File: src/logic/imro_pkg.sv
// Purpose: Shared constants for the indirect move and return execution block
// Assumes: One pclk cycle is one instruction cycle
// Notes:   APB byte offsets, command fields, status bit positions, reset values
package imro_pkg;

    // APB register byte offsets
    localparam logic [7:0] OFF_CMD    = 8'h00;
    localparam logic [7:0] OFF_ACC    = 8'h04;
    localparam logic [7:0] OFF_STATUS = 8'h08;
    localparam logic [7:0] OFF_PTR0   = 8'h0C;
    localparam logic [7:0] OFF_PTR1   = 8'h10;
    localparam logic [7:0] OFF_WIN0   = 8'h14;
    localparam logic [7:0] OFF_WIN1   = 8'h18;
    localparam logic [7:0] OFF_OPTION = 8'h1C;
    localparam logic [7:0] OFF_PWR    = 8'h20;
    localparam logic [7:0] OFF_IRQ    = 8'h24;
    localparam logic [7:0] OFF_PC     = 8'h28;
    localparam logic [7:0] OFF_STACK  = 8'h2C;
    localparam logic [7:0] OFF_DEPTH  = 8'h30;

    // Command register fields
    localparam int CMD_OP_LSB   = 0;
    localparam int CMD_MODE_LSB = 4;
    localparam int CMD_SEL_BIT  = 6;
    localparam int CMD_BUSY_BIT = 31;

    // Operation codes
    localparam logic [3:0] OP_IDLE    = 4'h0;
    localparam logic [3:0] OP_WIN_RD  = 4'h1;
    localparam logic [3:0] OP_WIN_WR  = 4'h2;
    localparam logic [3:0] OP_OPTION  = 4'h3;
    localparam logic [3:0] OP_RESET   = 4'h4;
    localparam logic [3:0] OP_IRQ_RET = 4'h5;
    localparam logic [3:0] OP_RETURN  = 4'h6;

    // Pointer update modes
    localparam logic [1:0] MODE_PRE_INC  = 2'h0;
    localparam logic [1:0] MODE_PRE_DEC  = 2'h1;
    localparam logic [1:0] MODE_POST_INC = 2'h2;
    localparam logic [1:0] MODE_POST_DEC = 2'h3;
    localparam int MODE_DEC_BIT  = 0;
    localparam int MODE_POST_BIT = 1;

    // Bit positions
    localparam int STAT_C_BIT   = 0;
    localparam int STAT_DC_BIT  = 1;
    localparam int STAT_Z_BIT   = 2;
    localparam int IRQ_EN_BIT   = 7;
    localparam int RST_IND_BIT  = 2;

    // Reset values
    localparam logic [7:0]  OPTION_RST = 8'hFF;
    localparam logic [7:0]  PWR_RST    = 8'h04;
    localparam logic [7:0]  IRQ_RST    = 8'h00;
    localparam logic [7:0]  STATUS_RST = 8'h00;
    localparam logic [7:0]  ACC_RST    = 8'h00;
    localparam logic [15:0] PTR_RST    = 16'h0000;
    localparam logic [14:0] PC_RST     = 15'h0000;

    // Sizes
    localparam int PC_W      = 15;
    localparam int STACK_N   = 16;
    localparam int SP_W      = 5;
    localparam int MEM_N     = 256;
    localparam int MEM_AW    = 8;

    typedef enum logic [2:0] {
        ST_IDLE = 3'b001,
        ST_EXEC = 3'b010,
        ST_POP2 = 3'b100
    } imro_state_t;

endpackage

File: src/logic/imro_ptr_unit.sv
// Purpose: Effective address and next value of an indirect pointer
// Assumes: Mode encoding pre-inc, pre-dec, post-inc, post-dec
// Notes:   Purely combinational, 16-bit wrap
module imro_ptr_unit (
    input  wire logic [15:0] ptr,
    input  wire logic [1:0]  mode,
    output logic      [15:0] addr,
    output logic      [15:0] ptr_next
);

    logic [15:0] step;

    always_comb begin
        // Wraps modulo 2^16, no flag output exists here, see RULE3 see RULE4
        if (mode[imro_pkg::MODE_DEC_BIT]) begin
            step = ptr - 16'h0001;
        end else begin
            step = ptr + 16'h0001;
        end
        // Pre modes move first, post modes move after the transfer, see RULE1
        addr     = mode[imro_pkg::MODE_POST_BIT] ? ptr : step;
        ptr_next = step;
    end

endmodule

File: src/logic/imro_stack.sv
// Purpose: Sixteen-level hardware return stack
// Assumes: Push when full and pop when empty are ignored
// Notes:   Top reads zero when empty
module imro_stack (
    input  wire logic                       clk,
    input  wire logic                       rst_n,
    input  wire logic                       push,
    input  wire logic                       pop,
    input  wire logic                       flush,
    input  wire logic [imro_pkg::PC_W-1:0]  push_val,
    output logic      [imro_pkg::PC_W-1:0]  top,
    output logic      [imro_pkg::SP_W-1:0]  depth
);

    logic [imro_pkg::PC_W-1:0] mem [imro_pkg::STACK_N];
    logic [imro_pkg::SP_W-1:0] sp_q;
    logic [imro_pkg::SP_W-1:0] sp_d;
    logic                      full;
    logic                      empty;

    assign full  = (sp_q == imro_pkg::SP_W'(imro_pkg::STACK_N));
    assign empty = (sp_q == '0);
    assign depth = sp_q;
    assign top   = empty ? '0 : mem[sp_q[imro_pkg::SP_W-2:0] - 4'h1];

    always_comb begin
        sp_d = sp_q;
        if (flush) begin
            sp_d = '0;
        end else if (pop && !empty) begin
            sp_d = sp_q - 5'h01;
        end else if (push && !full) begin
            sp_d = sp_q + 5'h01;
        end
    end

    always_ff @(posedge clk or negedge rst_n) begin
        if (!rst_n) begin
            sp_q <= '0;
        end else begin
            sp_q <= sp_d;
        end
    end

    always_ff @(posedge clk) begin
        if (!flush && !pop && push && !full) begin
            mem[sp_q[imro_pkg::SP_W-2:0]] <= push_val;
        end
    end

endmodule

File: src/logic/imro_core.sv
// Purpose: Executes indirect moves, option load, software reset and returns
// Assumes: APB slave with one wait state; one pclk is one instruction cycle
// Notes:   A command write starts one operation; commands while busy are dropped
//
// Overview of operation
// RULE1: An indirect move decodes its mode as pre-inc, pre-dec, post-inc or post-dec.
// RULE2: The indirect window has no storage and acts on the location its pointer holds.
// RULE3: The 16-bit indirect pointer wraps around modulo 2^16 when stepped.
// RULE4: Stepping the pointer during an indirect move changes no status flag.
// RULE5: The load-option operation copies the accumulator to option and keeps flags.
// RULE6: Software reset resets the core and clears the active-low reset indicator.
// RULE7: Interrupt return sets the global interrupt enable, bit 7 of irq control.
// RULE8: Interrupt return pops the stack into the program counter in two cycles.
// RULE9: Subroutine return pops the stack into the program counter in two cycles.
// RULE10: The idle operation takes one cycle and only advances the program counter.
//
// Decided for this implementation: the placing of the registers and the APB slave port.
module imro_core (
    input  wire logic        pclk,
    input  wire logic        presetn,
    input  wire logic        psel,
    input  wire logic        penable,
    input  wire logic        pwrite,
    input  wire logic [7:0]  paddr,
    input  wire logic [31:0] pwdata,
    output logic      [31:0] prdata,
    output logic             pready,
    output logic             pslverr,
    output logic      [7:0]  option_cfg,
    output logic             global_irq_enable,
    output logic             soft_reset_pulse
);

    ////////////////////////////////////////////////////////////////////////////////
    // State

    imro_pkg::imro_state_t          state_q, state_d;
    logic [7:0]                     cmd_q, cmd_d;
    logic [7:0]                     acc_q, acc_d;
    logic [7:0]                     status_q, status_d;
    logic [15:0]                    ptr0_q, ptr0_d;
    logic [15:0]                    ptr1_q, ptr1_d;
    logic [7:0]                     option_q, option_d;
    logic [7:0]                     pwr_q, pwr_d;
    logic [7:0]                     irq_q, irq_d;
    logic [imro_pkg::PC_W-1:0]      pc_q, pc_d;
    logic [31:0]                    prdata_q, prdata_d;
    logic                           pready_q, pready_d;
    logic                           pslverr_q, pslverr_d;
    logic                           srst_q, srst_d;

    logic [7:0]                     mem [imro_pkg::MEM_N];
    logic                           mem_we;
    logic [imro_pkg::MEM_AW-1:0]    mem_waddr;
    logic [7:0]                     mem_wdata;

    logic                           stk_push;
    logic                           stk_pop;
    logic                           stk_flush;
    logic [imro_pkg::PC_W-1:0]      stk_top;
    logic [imro_pkg::SP_W-1:0]      stk_depth;

    logic [15:0]                    sel_ptr;
    logic [15:0]                    ea;
    logic [15:0]                    ptr_next;
    logic [3:0]                     op;
    logic                           access;
    logic                           wr_done;
    logic                           busy;

    assign prdata            = prdata_q;
    assign pready            = pready_q;
    assign pslverr           = pslverr_q;
    assign option_cfg        = option_q;
    assign global_irq_enable = irq_q[imro_pkg::IRQ_EN_BIT];
    assign soft_reset_pulse  = srst_q;

    ////////////////////////////////////////////////////////////////////////////////
    // Helpers

    function automatic logic [31:0] zx8(input logic [7:0] v);
        return {24'h000000, v};
    endfunction

    function automatic logic mapped(input logic [7:0] a);
        return (a[1:0] == 2'b00) && (a <= imro_pkg::OFF_DEPTH);
    endfunction

    assign op      = cmd_q[imro_pkg::CMD_OP_LSB +: 4];
    assign sel_ptr = cmd_q[imro_pkg::CMD_SEL_BIT] ? ptr1_q : ptr0_q;
    assign access  = psel && penable;
    assign wr_done = access && pready_q && pwrite && mapped(paddr);
    assign busy    = (state_q != imro_pkg::ST_IDLE);

    imro_ptr_unit u_ptr (
        .ptr      (sel_ptr),
        .mode     (cmd_q[imro_pkg::CMD_MODE_LSB +: 2]),
        .addr     (ea),
        .ptr_next (ptr_next)
    );

    imro_stack u_stack (
        .clk      (pclk),
        .rst_n    (presetn),
        .push     (stk_push),
        .pop      (stk_pop),
        .flush    (stk_flush),
        .push_val (pwdata[imro_pkg::PC_W-1:0]),
        .top      (stk_top),
        .depth    (stk_depth)
    );

    ////////////////////////////////////////////////////////////////////////////////
    // Next state

    always_comb begin
        state_d   = state_q;
        cmd_d     = cmd_q;
        acc_d     = acc_q;
        status_d  = status_q;
        ptr0_d    = ptr0_q;
        ptr1_d    = ptr1_q;
        option_d  = option_q;
        pwr_d     = pwr_q;
        irq_d     = irq_q;
        pc_d      = pc_q;
        prdata_d  = 32'h00000000;
        pslverr_d = 1'b0;
        pready_d  = access && !pready_q;
        srst_d    = 1'b0;
        mem_we    = 1'b0;
        mem_waddr = '0;
        mem_wdata = 8'h00;
        stk_push  = 1'b0;
        stk_pop   = 1'b0;
        stk_flush = 1'b0;

        // APB read answer in the second access cycle
        if (access && !pready_q) begin
            pslverr_d = !mapped(paddr);
            case (paddr)
                imro_pkg::OFF_CMD: begin
                    prdata_d = {busy, 23'h000000, cmd_q};
                end
                imro_pkg::OFF_ACC:    prdata_d = zx8(acc_q);
                imro_pkg::OFF_STATUS: prdata_d = zx8(status_q);
                imro_pkg::OFF_PTR0:   prdata_d = {16'h0000, ptr0_q};
                imro_pkg::OFF_PTR1:   prdata_d = {16'h0000, ptr1_q};
                imro_pkg::OFF_WIN0:   prdata_d = zx8(mem[ptr0_q[7:0]]); // see RULE2
                imro_pkg::OFF_WIN1:   prdata_d = zx8(mem[ptr1_q[7:0]]); // see RULE2
                imro_pkg::OFF_OPTION: prdata_d = zx8(option_q);
                imro_pkg::OFF_PWR:    prdata_d = zx8(pwr_q);
                imro_pkg::OFF_IRQ:    prdata_d = zx8(irq_q);
                imro_pkg::OFF_PC:     prdata_d = {17'h00000, pc_q};
                imro_pkg::OFF_STACK:  prdata_d = {17'h00000, stk_top};
                imro_pkg::OFF_DEPTH:  prdata_d = {27'h0000000, stk_depth};
                default:              prdata_d = 32'h00000000;
            endcase
        end

        // APB writes take effect at the completing edge
        if (wr_done) begin
            case (paddr)
                imro_pkg::OFF_CMD: begin
                    if (!busy) begin
                        cmd_d   = pwdata[7:0];
                        state_d = imro_pkg::ST_EXEC;
                    end
                end
                imro_pkg::OFF_ACC:    acc_d    = pwdata[7:0];
                imro_pkg::OFF_STATUS: status_d = pwdata[7:0];
                imro_pkg::OFF_PTR0:   ptr0_d   = pwdata[15:0];
                imro_pkg::OFF_PTR1:   ptr1_d   = pwdata[15:0];
                imro_pkg::OFF_WIN0: begin
                    mem_we    = 1'b1; // see RULE2
                    mem_waddr = ptr0_q[7:0];
                    mem_wdata = pwdata[7:0];
                end
                imro_pkg::OFF_WIN1: begin
                    mem_we    = 1'b1; // see RULE2
                    mem_waddr = ptr1_q[7:0];
                    mem_wdata = pwdata[7:0];
                end
                imro_pkg::OFF_OPTION: option_d = pwdata[7:0];
                imro_pkg::OFF_PWR:    pwr_d    = pwdata[7:0];
                imro_pkg::OFF_IRQ:    irq_d    = pwdata[7:0];
                imro_pkg::OFF_PC:     pc_d     = pwdata[imro_pkg::PC_W-1:0];
                imro_pkg::OFF_STACK:  stk_push = 1'b1;
                default: begin
                end
            endcase
        end

        // Instruction sequencer; runs every cycle after the APB write decode and wins when both set a register
        case (state_q)
            imro_pkg::ST_IDLE: begin
            end
            imro_pkg::ST_EXEC: begin
                state_d = imro_pkg::ST_IDLE;
                pc_d    = pc_q + 15'h0001; // see RULE10
                case (op)
                    imro_pkg::OP_WIN_RD: begin
                        acc_d = mem[ea[7:0]]; // see RULE1 see RULE2
                        status_d[imro_pkg::STAT_Z_BIT] = (mem[ea[7:0]] == 8'h00);
                        if (cmd_q[imro_pkg::CMD_SEL_BIT]) begin
                            ptr1_d = ptr_next; // see RULE3 see RULE4
                        end else begin
                            ptr0_d = ptr_next; // see RULE3 see RULE4
                        end
                    end
                    imro_pkg::OP_WIN_WR: begin
                        mem_we    = 1'b1; // see RULE1 see RULE2
                        mem_waddr = ea[7:0];
                        mem_wdata = acc_q;
                        if (cmd_q[imro_pkg::CMD_SEL_BIT]) begin
                            ptr1_d = ptr_next; // see RULE3 see RULE4
                        end else begin
                            ptr0_d = ptr_next; // see RULE3 see RULE4
                        end
                    end
                    imro_pkg::OP_OPTION: begin
                        option_d = acc_q; // see RULE5
                    end
                    imro_pkg::OP_RESET: begin
                        // Core registers except pwr and the window memory return to reset values, see RULE6
                        acc_d     = imro_pkg::ACC_RST;
                        status_d  = imro_pkg::STATUS_RST;
                        ptr0_d    = imro_pkg::PTR_RST;
                        ptr1_d    = imro_pkg::PTR_RST;
                        option_d  = imro_pkg::OPTION_RST;
                        irq_d     = imro_pkg::IRQ_RST;
                        pc_d      = imro_pkg::PC_RST;
                        cmd_d     = 8'h00;
                        stk_flush = 1'b1;
                        srst_d    = 1'b1;
                        pwr_d[imro_pkg::RST_IND_BIT] = 1'b0; // see RULE6
                    end
                    imro_pkg::OP_IRQ_RET: begin
                        stk_pop = 1'b1; // see RULE8
                        pc_d    = stk_top;
                        irq_d[imro_pkg::IRQ_EN_BIT] = 1'b1; // see RULE7
                        state_d = imro_pkg::ST_POP2;
                    end
                    imro_pkg::OP_RETURN: begin
                        stk_pop = 1'b1; // see RULE9
                        pc_d    = stk_top;
                        state_d = imro_pkg::ST_POP2;
                    end
                    default: begin
                    end
                endcase
            end
            imro_pkg::ST_POP2: begin
                state_d = imro_pkg::ST_IDLE; // see RULE8 see RULE9
            end
            default: begin
                state_d = imro_pkg::ST_IDLE;
            end
        endcase
    end

    ////////////////////////////////////////////////////////////////////////////////
    // Registers

    always_ff @(posedge pclk or negedge presetn) begin
        if (!presetn) begin
            state_q   <= imro_pkg::ST_IDLE;
            cmd_q     <= 8'h00;
            acc_q     <= imro_pkg::ACC_RST;
            status_q  <= imro_pkg::STATUS_RST;
            ptr0_q    <= imro_pkg::PTR_RST;
            ptr1_q    <= imro_pkg::PTR_RST;
            option_q  <= imro_pkg::OPTION_RST;
            pwr_q     <= imro_pkg::PWR_RST;
            irq_q     <= imro_pkg::IRQ_RST;
            pc_q      <= imro_pkg::PC_RST;
            prdata_q  <= 32'h00000000;
            pready_q  <= 1'b0;
            pslverr_q <= 1'b0;
            srst_q    <= 1'b0;
        end else begin
            state_q   <= state_d;
            cmd_q     <= cmd_d;
            acc_q     <= acc_d;
            status_q  <= status_d;
            ptr0_q    <= ptr0_d;
            ptr1_q    <= ptr1_d;
            option_q  <= option_d;
            pwr_q     <= pwr_d;
            irq_q     <= irq_d;
            pc_q      <= pc_d;
            prdata_q  <= prdata_d;
            pready_q  <= pready_d;
            pslverr_q <= pslverr_d;
            srst_q    <= srst_d;
        end
    end

    always_ff @(posedge pclk) begin
        if (mem_we) begin
            mem[mem_waddr] <= mem_wdata;
        end
    end

endmodule

File: config.mk
export PLATFORM = sky130hd
export DESIGN_NAME = imro_core
export DESIGN_NICKNAME = d
export VERILOG_FILES = /design/src/logic/imro_pkg.sv /design/src/logic/imro_ptr_unit.sv /design/src/logic/imro_stack.sv /design/src/logic/imro_core.sv
export SDC_FILE = /design/constraint.sdc
export NUM_CORES = 2
export LEC_CHECK = 0
export BUFFER_PORTS_ARGS = -buffer_cell sky130_fd_sc_hd__buf_2
export CAP_MARGIN = 20
export CORE_MARGIN = 5
export CORE_UTILIZATION = 45
export DETAILED_ROUTE_END_ITERATION = 6
export HOLD_SLACK_MARGIN = 0.08
export PLACE_DENSITY_LB_ADDON = 0.12
export SLEW_MARGIN = 20
export SYNTH_ARGS = -nofsm -noshare
export SYNTH_HDL_FRONTEND = slang
export SYNTH_SLANG_ARGS = --single-unit
File: constraint.sdc
create_clock -name pclk -period 6.91 [get_ports pclk]
set_input_delay 1.382 -clock pclk [delete_from_list [all_inputs] [get_ports pclk]]
set_output_delay 1.382 -clock pclk [all_outputs]
set_load 0.1 [all_outputs]
Word level (Yosys, flattened, before mapping):

Memories as Yosys holds them, arrays and structs flattened.
Cells that the tools add are included.

* add/subtract/negate cells: 6
* $mul: 0
* div/mod/pow operators: 0
* order comparisons: 1
* eq/ne operators: 25
* shifts and indexed selects: 0
* mux-type cells: 79
* bitwise gates (word level): 0
* reductions and logical operators: 30

Operators with widths (number)
* 32-bit case mux with 13 select lines: 1
* 8-bit two-way mux: 25
* 16-bit two-way mux: 10
* 16-bit case mux with 2 select lines: 2
* 15-bit two-way mux: 4
* 8-bit case mux with 2 select lines: 3
* 8-bit by 6-bit == test with 1-bit output, second input constant: 5
* 8-bit by 5-bit == test with 1-bit output, second input constant: 4
* 32-bit two-way mux: 1
* 15-bit case mux with 2 select lines: 1
* 5-bit two-way mux: 4
* 3-bit two-way mux: 6
* 1-bit two-way mux: 17
* 16-bit by 1-bit adder with 16-bit output, second input constant: 1
* 8-bit by 4-bit == test with 1-bit output, second input constant: 2
* 8-bit logical NOT: 2
* 16-bit by 1-bit subtractor with 16-bit output, second input constant: 1
* 15-bit by 1-bit adder with 15-bit output, second input constant: 1
* 4-bit by 3-bit == test with 1-bit output, second input constant: 3
* 1-bit logical AND: 11
* 4-bit by 2-bit == test with 1-bit output, second input constant: 2
* 8-bit by 3-bit == test with 1-bit output, second input constant: 1
* 8-bit by 6-bit less-or-equal comparator with 1-bit output, second input constant: 1
* 7-bit two-way mux: 1
* 21 further kinds: 32

* register bits: 138
* bits in latches: 0
* bits in writable memories: 2288
* ROM bits: 0
* input bits: 45
* output and inout port bits: 44
* word-level logic and storage cells: 159
* memories: 2

Memory list
* mem: depth 256, bits a word 8, rd ports 3, clocked after Yosys merged registers in 0, wr ports 1, RTL line imro_core.sv:52 `logic [7:0] mem [imro_pkg::MEM_N];`
* u_stack.mem: depth 16, bits a word 15, rd ports 1, clocked after Yosys merged registers in 0, wr ports 1, RTL line imro_stack.sv:15 `logic [imro_pkg::PC_W-1:0] mem [imro_pkg::STACK_N];`

Depth between registers and ports, before layout:

* depth after elaboration: 10
* depth in mapped cells: 24
* gate-level depth less buffers: 15

Hierarchy:

Synthesis repeated with hierarchy kept, for this count alone.

* cells, all modules: 6948
* area total of the unflattened synthesis: 129534.2 um^2

Modules (own cells, without submodules)
* imro_core: instances 1, cells each 6351, area each 118717.6 um^2
* imro_stack: instances 1, cells each 448, area each 9719.3 um^2
* imro_ptr_unit: instances 1, cells each 149, area each 1097.3 um^2

Worst setup path before layout:

No wires, ideal clock.

* path kind: in2reg
* start point: in paddr[1]
* end point: mem mem[0][5] (data pin)
* setup time: 864 ps
* arrival: 6937 ps
* data required time: 6046 ps
* setup slack: -891 ps
* cell stages on the path: 8
* cell sequence: or4_1 -> clkbuf_1 -> a211oi_1 -> nand4_1 -> clkbuf_1 -> buf_1 -> nor3_1 -> a22o_1

* cells in the longest elaborated chain, start to end: 6
* elaborated cells between the ends (all ways): 11

RTL lines
* start, declared: RTL line imro_core.sv:24 `input wire logic [7:0] paddr,`
* 8-bit by 6-bit less-or-equal comparator with 1-bit output, or another cell as far along: RTL line imro_core.sv:86 `return (a[1:0] == 2'b00) && (a <= imro_pkg::OFF_DEPTH);`
* 1-bit logical AND / 2-bit OR reduction (equally long branches)
* 1-bit logical AND / 8-bit two-way mux (equally long branches): RTL line imro_core.sv:92, imro_core.sv:163
* 8-bit two-way mux *: RTL line imro_core.sv:162 `if (wr_done) begin`
* 8-bit two-way mux: RTL line imro_core.sv:201 `case (op)`
* 8-bit two-way mux *: RTL line imro_core.sv:195 `case (state_q)`
* named net mem_wdata[5]: RTL line imro_core.sv:55 `logic [7:0] mem_wdata;`
* end, declared: RTL line imro_core.sv:52

Mark *: on every way through the listed nets, which the timed path passes. The rest lies on a longest branch.

Final worst setup path:

* start point: reg cmd_q[6]
* end point: reg status_q[2]

* cells in the longest elaborated chain, start to end: 8
* elaborated cells between the ends (all ways): 9

RTL lines
* start, declared: RTL line imro_core.sv:38 `logic [7:0] cmd_q, cmd_d;`
* start signal, assigned: RTL line imro_core.sv:283 `cmd_q <= cmd_d;`
* 16-bit two-way mux *: RTL line imro_core.sv:90 `assign sel_ptr = cmd_q[imro_pkg::CMD_SEL_BIT] ? ptr1_q : ptr0_q;`
* 16-bit by 1-bit adder with 16-bit output / 16-bit by 1-bit subtractor with 16-bit output (equally long branches): RTL line imro_ptr_unit.sv:18, imro_ptr_unit.sv:16
* 16-bit two-way mux: RTL line imro_ptr_unit.sv:15 `if (mode[imro_pkg::MODE_DEC_BIT]) begin`
* 8-bit two-way mux *: RTL line imro_ptr_unit.sv:21 `addr = mode[imro_pkg::MODE_POST_BIT] ? ptr : step;`
* memory read 256 x 8 bit *
* 8-bit logical NOT *: RTL line imro_core.sv:204 `status_d[imro_pkg::STAT_Z_BIT] = (mem[ea[7:0]] == 8'h00);`
* 1-bit case mux with 2 select lines *: RTL line imro_core.sv:201
* 8-bit two-way mux *: RTL line imro_core.sv:195
* named net status_d[2]: RTL line imro_core.sv:40 `logic [7:0] status_q, status_d;`
* end signal, assigned: RTL line imro_core.sv:270 `status_q <= imro_pkg::STATUS_RST;`
* end signal, assigned: RTL line imro_core.sv:285 `status_q <= status_d;`
* end, declared: RTL line imro_core.sv:40

Marked as above.
A chain may end at the register's enable or synchronous reset.

==> results.toml <==
[floorplan]
die_w_um = 550
rows = 198
dieArea_mm2 = 0.303
ioPinCount = 89
die_y_um = 550
core_area_mm2 = 0.291
start_util_pct = 45.1

[final_layout]
seqCellArea_mm2 = 0.0718
area_delta_synth_final_pct = 12.9
nFillCells = 24200
final_nets = 8860
final_layout_size_suffix_gt1_share_pct = 30.4
multi_input_area_mm2 = 0.0564

[clocking]
htree_levels = 5
cts_buffer_depth = 4
cts-root-buf = "clkbuf_16"
clock_sinks = 2411
clock_latency_ns = 0.94
clk_pin_slew_ns = 0.06
cts_setup_buffers = 0
hold_buffers = 0
cts_tree = "yes"
cts_resized = 0
cts-buffers-inserted = 281

[power_and_ir_drop]
total_power_mw = 30.8
p_leak_nw = 53.9
power_density_mw_per_mm2 = 208
ir_drop_mv = 0.177

[timing]
clock_skew_ns = 0.0703
finalHoldViolCount = 0
fmax_mhz = 141
fin_crit_sh_pct = 103
setup_viol = 2
whs_ns = 0.417
max-slew-margin-rel_pct = 8.22
rsz0062_at_grt = "no"
slew_violations = 0
tightest_slew_ns = 1.36
setup_ws_ns = -0.202
fin_crit_ns = 7.11

[setup_path]
crit-reg2reg-launch = "cmd_q[6]$_DFF_PN0_"
cp-start-kind = "register"
critPathBufInv = 3
slowest_stage = "o21ai_0"
crit_chain = "mux2i_4 > inv_1 > ha_1 > nand3b_1 > o22ai_1 > o31a_2 > buf_12 > buf_4 > nand2_1 > o22ai_1 > nor4bb_1 > o21ai_0 > nand4_1 > o211ai_1 > o31ai_1"
cpMostUsedCell = "o22ai_1"
critPathMaxFanout = 21
worstSetupPathType = "reg -> reg"
required_ns = 7.72
r2r_cells = 15
crit_family = "compound AO/OA/AOI/OAI gates"
critPathCaptureType = "register"
reg2reg_to = "status_q[2]$_DFF_PN0_"
reg2reg_setup_slack_ns = -0.20
max_stage_delay_ns = 1.09
cp.arrival_ns = 7.92

[placement]
place_ws_ns = 0.393
place.port_buffers = 57
post-dp-hpwl_um = 339000
routabilityCongestion = 0.960

[global_routing]
grt_max_degree = 124
antenna_found_initial = 30
first_global_vias = 89400
grt-ovfl-total = 0
grt_pass1_wl_um = 710000
gr-usage-all-layers_pct = 33.4

[status]
status = "finished with violations"
violations = "setup timing"

[yosys]
synth_top_area_share_pct = 52.3
synth_fa_ha_area_share_pct = 0.250
synth-simple-area-share_pct = 8.59
yosys-top-cells-area = "edfxtp_1 (52%), mux4_2 (26%), nand2_1 (3.8%), mux2i_1 (3.4%), nand3_1 (2.2%)"
yosys.area.top_type = "edfxtp_1"
ys_top_cells_by_count = "edfxtp_1 (2288), mux4_2 (1521), nand2_1 (1312), nand3_1 (588), mux2i_1 (446)"
yosysSeqAreaShare_pct = 54.7
synthMuxAreaShare_pct = 29.8
synth_edf_count = 2288
avgSynthCellArea_um2 = 15.3
ys.warnings.count = 0
netlist-cell-type-count = 96
synthCells = 8561
ys_ff_latch = 2411
ys_async_sr_fraction_pct = 5.10
synth_most_common_cell = "edfxtp_1"
synthFlopType = "edfxtp_1"
synth-xor-area-share_pct = 0.173
syn_area_mm2 = 0.131
synth_compound_area_share_pct = 3.82
synth_top_family_by_area = "multiplexers"

[detailed_routing]
drtAntennaViolNets = 0
vias_per_cell = 7.05
route.detailed.wl_per_inst_um = 39.7
initialDrtViolationCount = 13700
drc = 0
route.vias.total = 91000
drt-total-wl_um = 513000
dr.pass1.iters = 7

[job]
cap_violations = 0

[min_path]
hp-class = "in -> async"
## stage by stage
step                cells  utilization, %  instance area (um^2)  TNS, ns
finish              12900            51.0                148000   -0.350
global route        12900            51.0                148000        0
CTS                 12900            51.0                148000        0
detailed placement  12400            47.9                139000        0
global placement    12400            47.9                139000        0
floorplan            8575               -                131000        0
## worst max-delay path by stage
stage                       endpoint  cells after the start                from  slack [ns]
3_3_place_gp   status_q[2]$_DFF_PN0_                     17  cmd_q[6]$_DFF_PN0_        0.36
6_report       status_q[2]$_DFF_PN0_                     15  cmd_q[6]$_DFF_PN0_       -0.20
3_5_place_dp   status_q[2]$_DFF_PN0_                     17  cmd_q[6]$_DFF_PN0_        0.39
2_1_floorplan    mem[0][0]$_DFFE_PP_                      8            paddr[1]        0.88
5_1_grt        status_q[2]$_DFF_PN0_                     15  cmd_q[6]$_DFF_PN0_        0.09
4_1_cts        status_q[2]$_DFF_PN0_                     17  cmd_q[6]$_DFF_PN0_        0.34
## per-layer routing
metal  vias up  track usage, %  wire [um]
met5         -               0        130
met4        20            16.4      31500
met3      1326            9.85      64500
met2      6503            49.9     227000
met1     47700            45.0     189000
li1      35500               -          -
## sequential cells by signal, indices dropped and copies added (netlist names)
register          cells
ptr0_q               16
option_cfg            8
u_stack.depth         5
pready                1
u_stack.mem         240
irq_q                 8
mem                2048
acc_q                 8
state_q               3
pslverr               1
cmd_q                 8
ptr1_q               16
soft_reset_pulse      1
status_q              8
pwr_q                 8
pc_q                 15
prdata               17
## cells in the final DEF (no fill, tap or decap), types with 12 or more instances in the layout
master     netlist  final
inv_1           25     25
nor2_1         435    424
o22ai_1         44     44
mux4_2        1521   1521
a21o_1          13     12
a32oi_1         68     68
a311oi_1        36     36
o211ai_1        19     19
clkinv_1         1     50
mux2_2          30     29
buf_12           0     75
edfxtp_1      2288   2288
and2_1          14     13
buf_2          200     56
and3_1          65     64
mux2i_1        446    444
dfrtp_1        113     99
a22oi_1         71     71
a222oi_1        13     13
ha_1            23     22
a211oi_1        14     14
conb_1           1     15
buf_4           44    567
nor3_1          73     68
nand3_1        588    587
a221oi_1        41     41
nand4_1         64     64
a21oi_1         87     86
nand2_1       1312   1304
o21ai_0         53     52
nor2b_1         15     14
diode_2          0     14
a31oi_1         75     74
bufinv_16        0     27
clkinv_2         0     35
clkbuf_16        0    282
clkbuf_1       382     55
## cell families (layout without fill, tap and decap cells)
group | after synthesis | in the layout
simple gates | 2623 | 2623
flops | 2411 | 2411
mux | 2003 | 2003
buf+inv | 797 | 1215
compound gates | 676 | 676
fa+ha+maj | 25 | 25
xor+xnor | 25 | 25
other cells | 1 | 29
## worst register-to-register path: stages (launching register included)
cell and delay [ns]:
dfrtp_1 0.73, mux2i_4 0.74, inv_1 0.11, ha_1 0.33, nand3b_1 0.11, o22ai_1 0.74, o31a_2 0.53, buf_12 0.28
buf_4 0.28, nand2_1 0.46, o22ai_1 0.54, nor4bb_1 0.11, o21ai_0 1.09, nand4_1 0.59, o211ai_1 0.28, o31ai_1 0.09
## final cells by class
type	instances	area share, %
diodes	14	0.0236
clock buffers	338	4.91
clock inverters	148	1.14
inverters	28	0.0726
multi-input cells	5367	38.0
flip-flops and latches	2411	48.4
well taps	3900	3.29
repair buffers	701	4.11
## where the power goes
part,internal (mW),switching (mW),leakage [nW]
registers,15.8,0.000679,27.4
clock network,8.57,6.28,4.34
logic,0.0300,0.146,22.2
total,24.4,6.43,53.9
No activity file was read; power rests on OpenSTA's default activity.
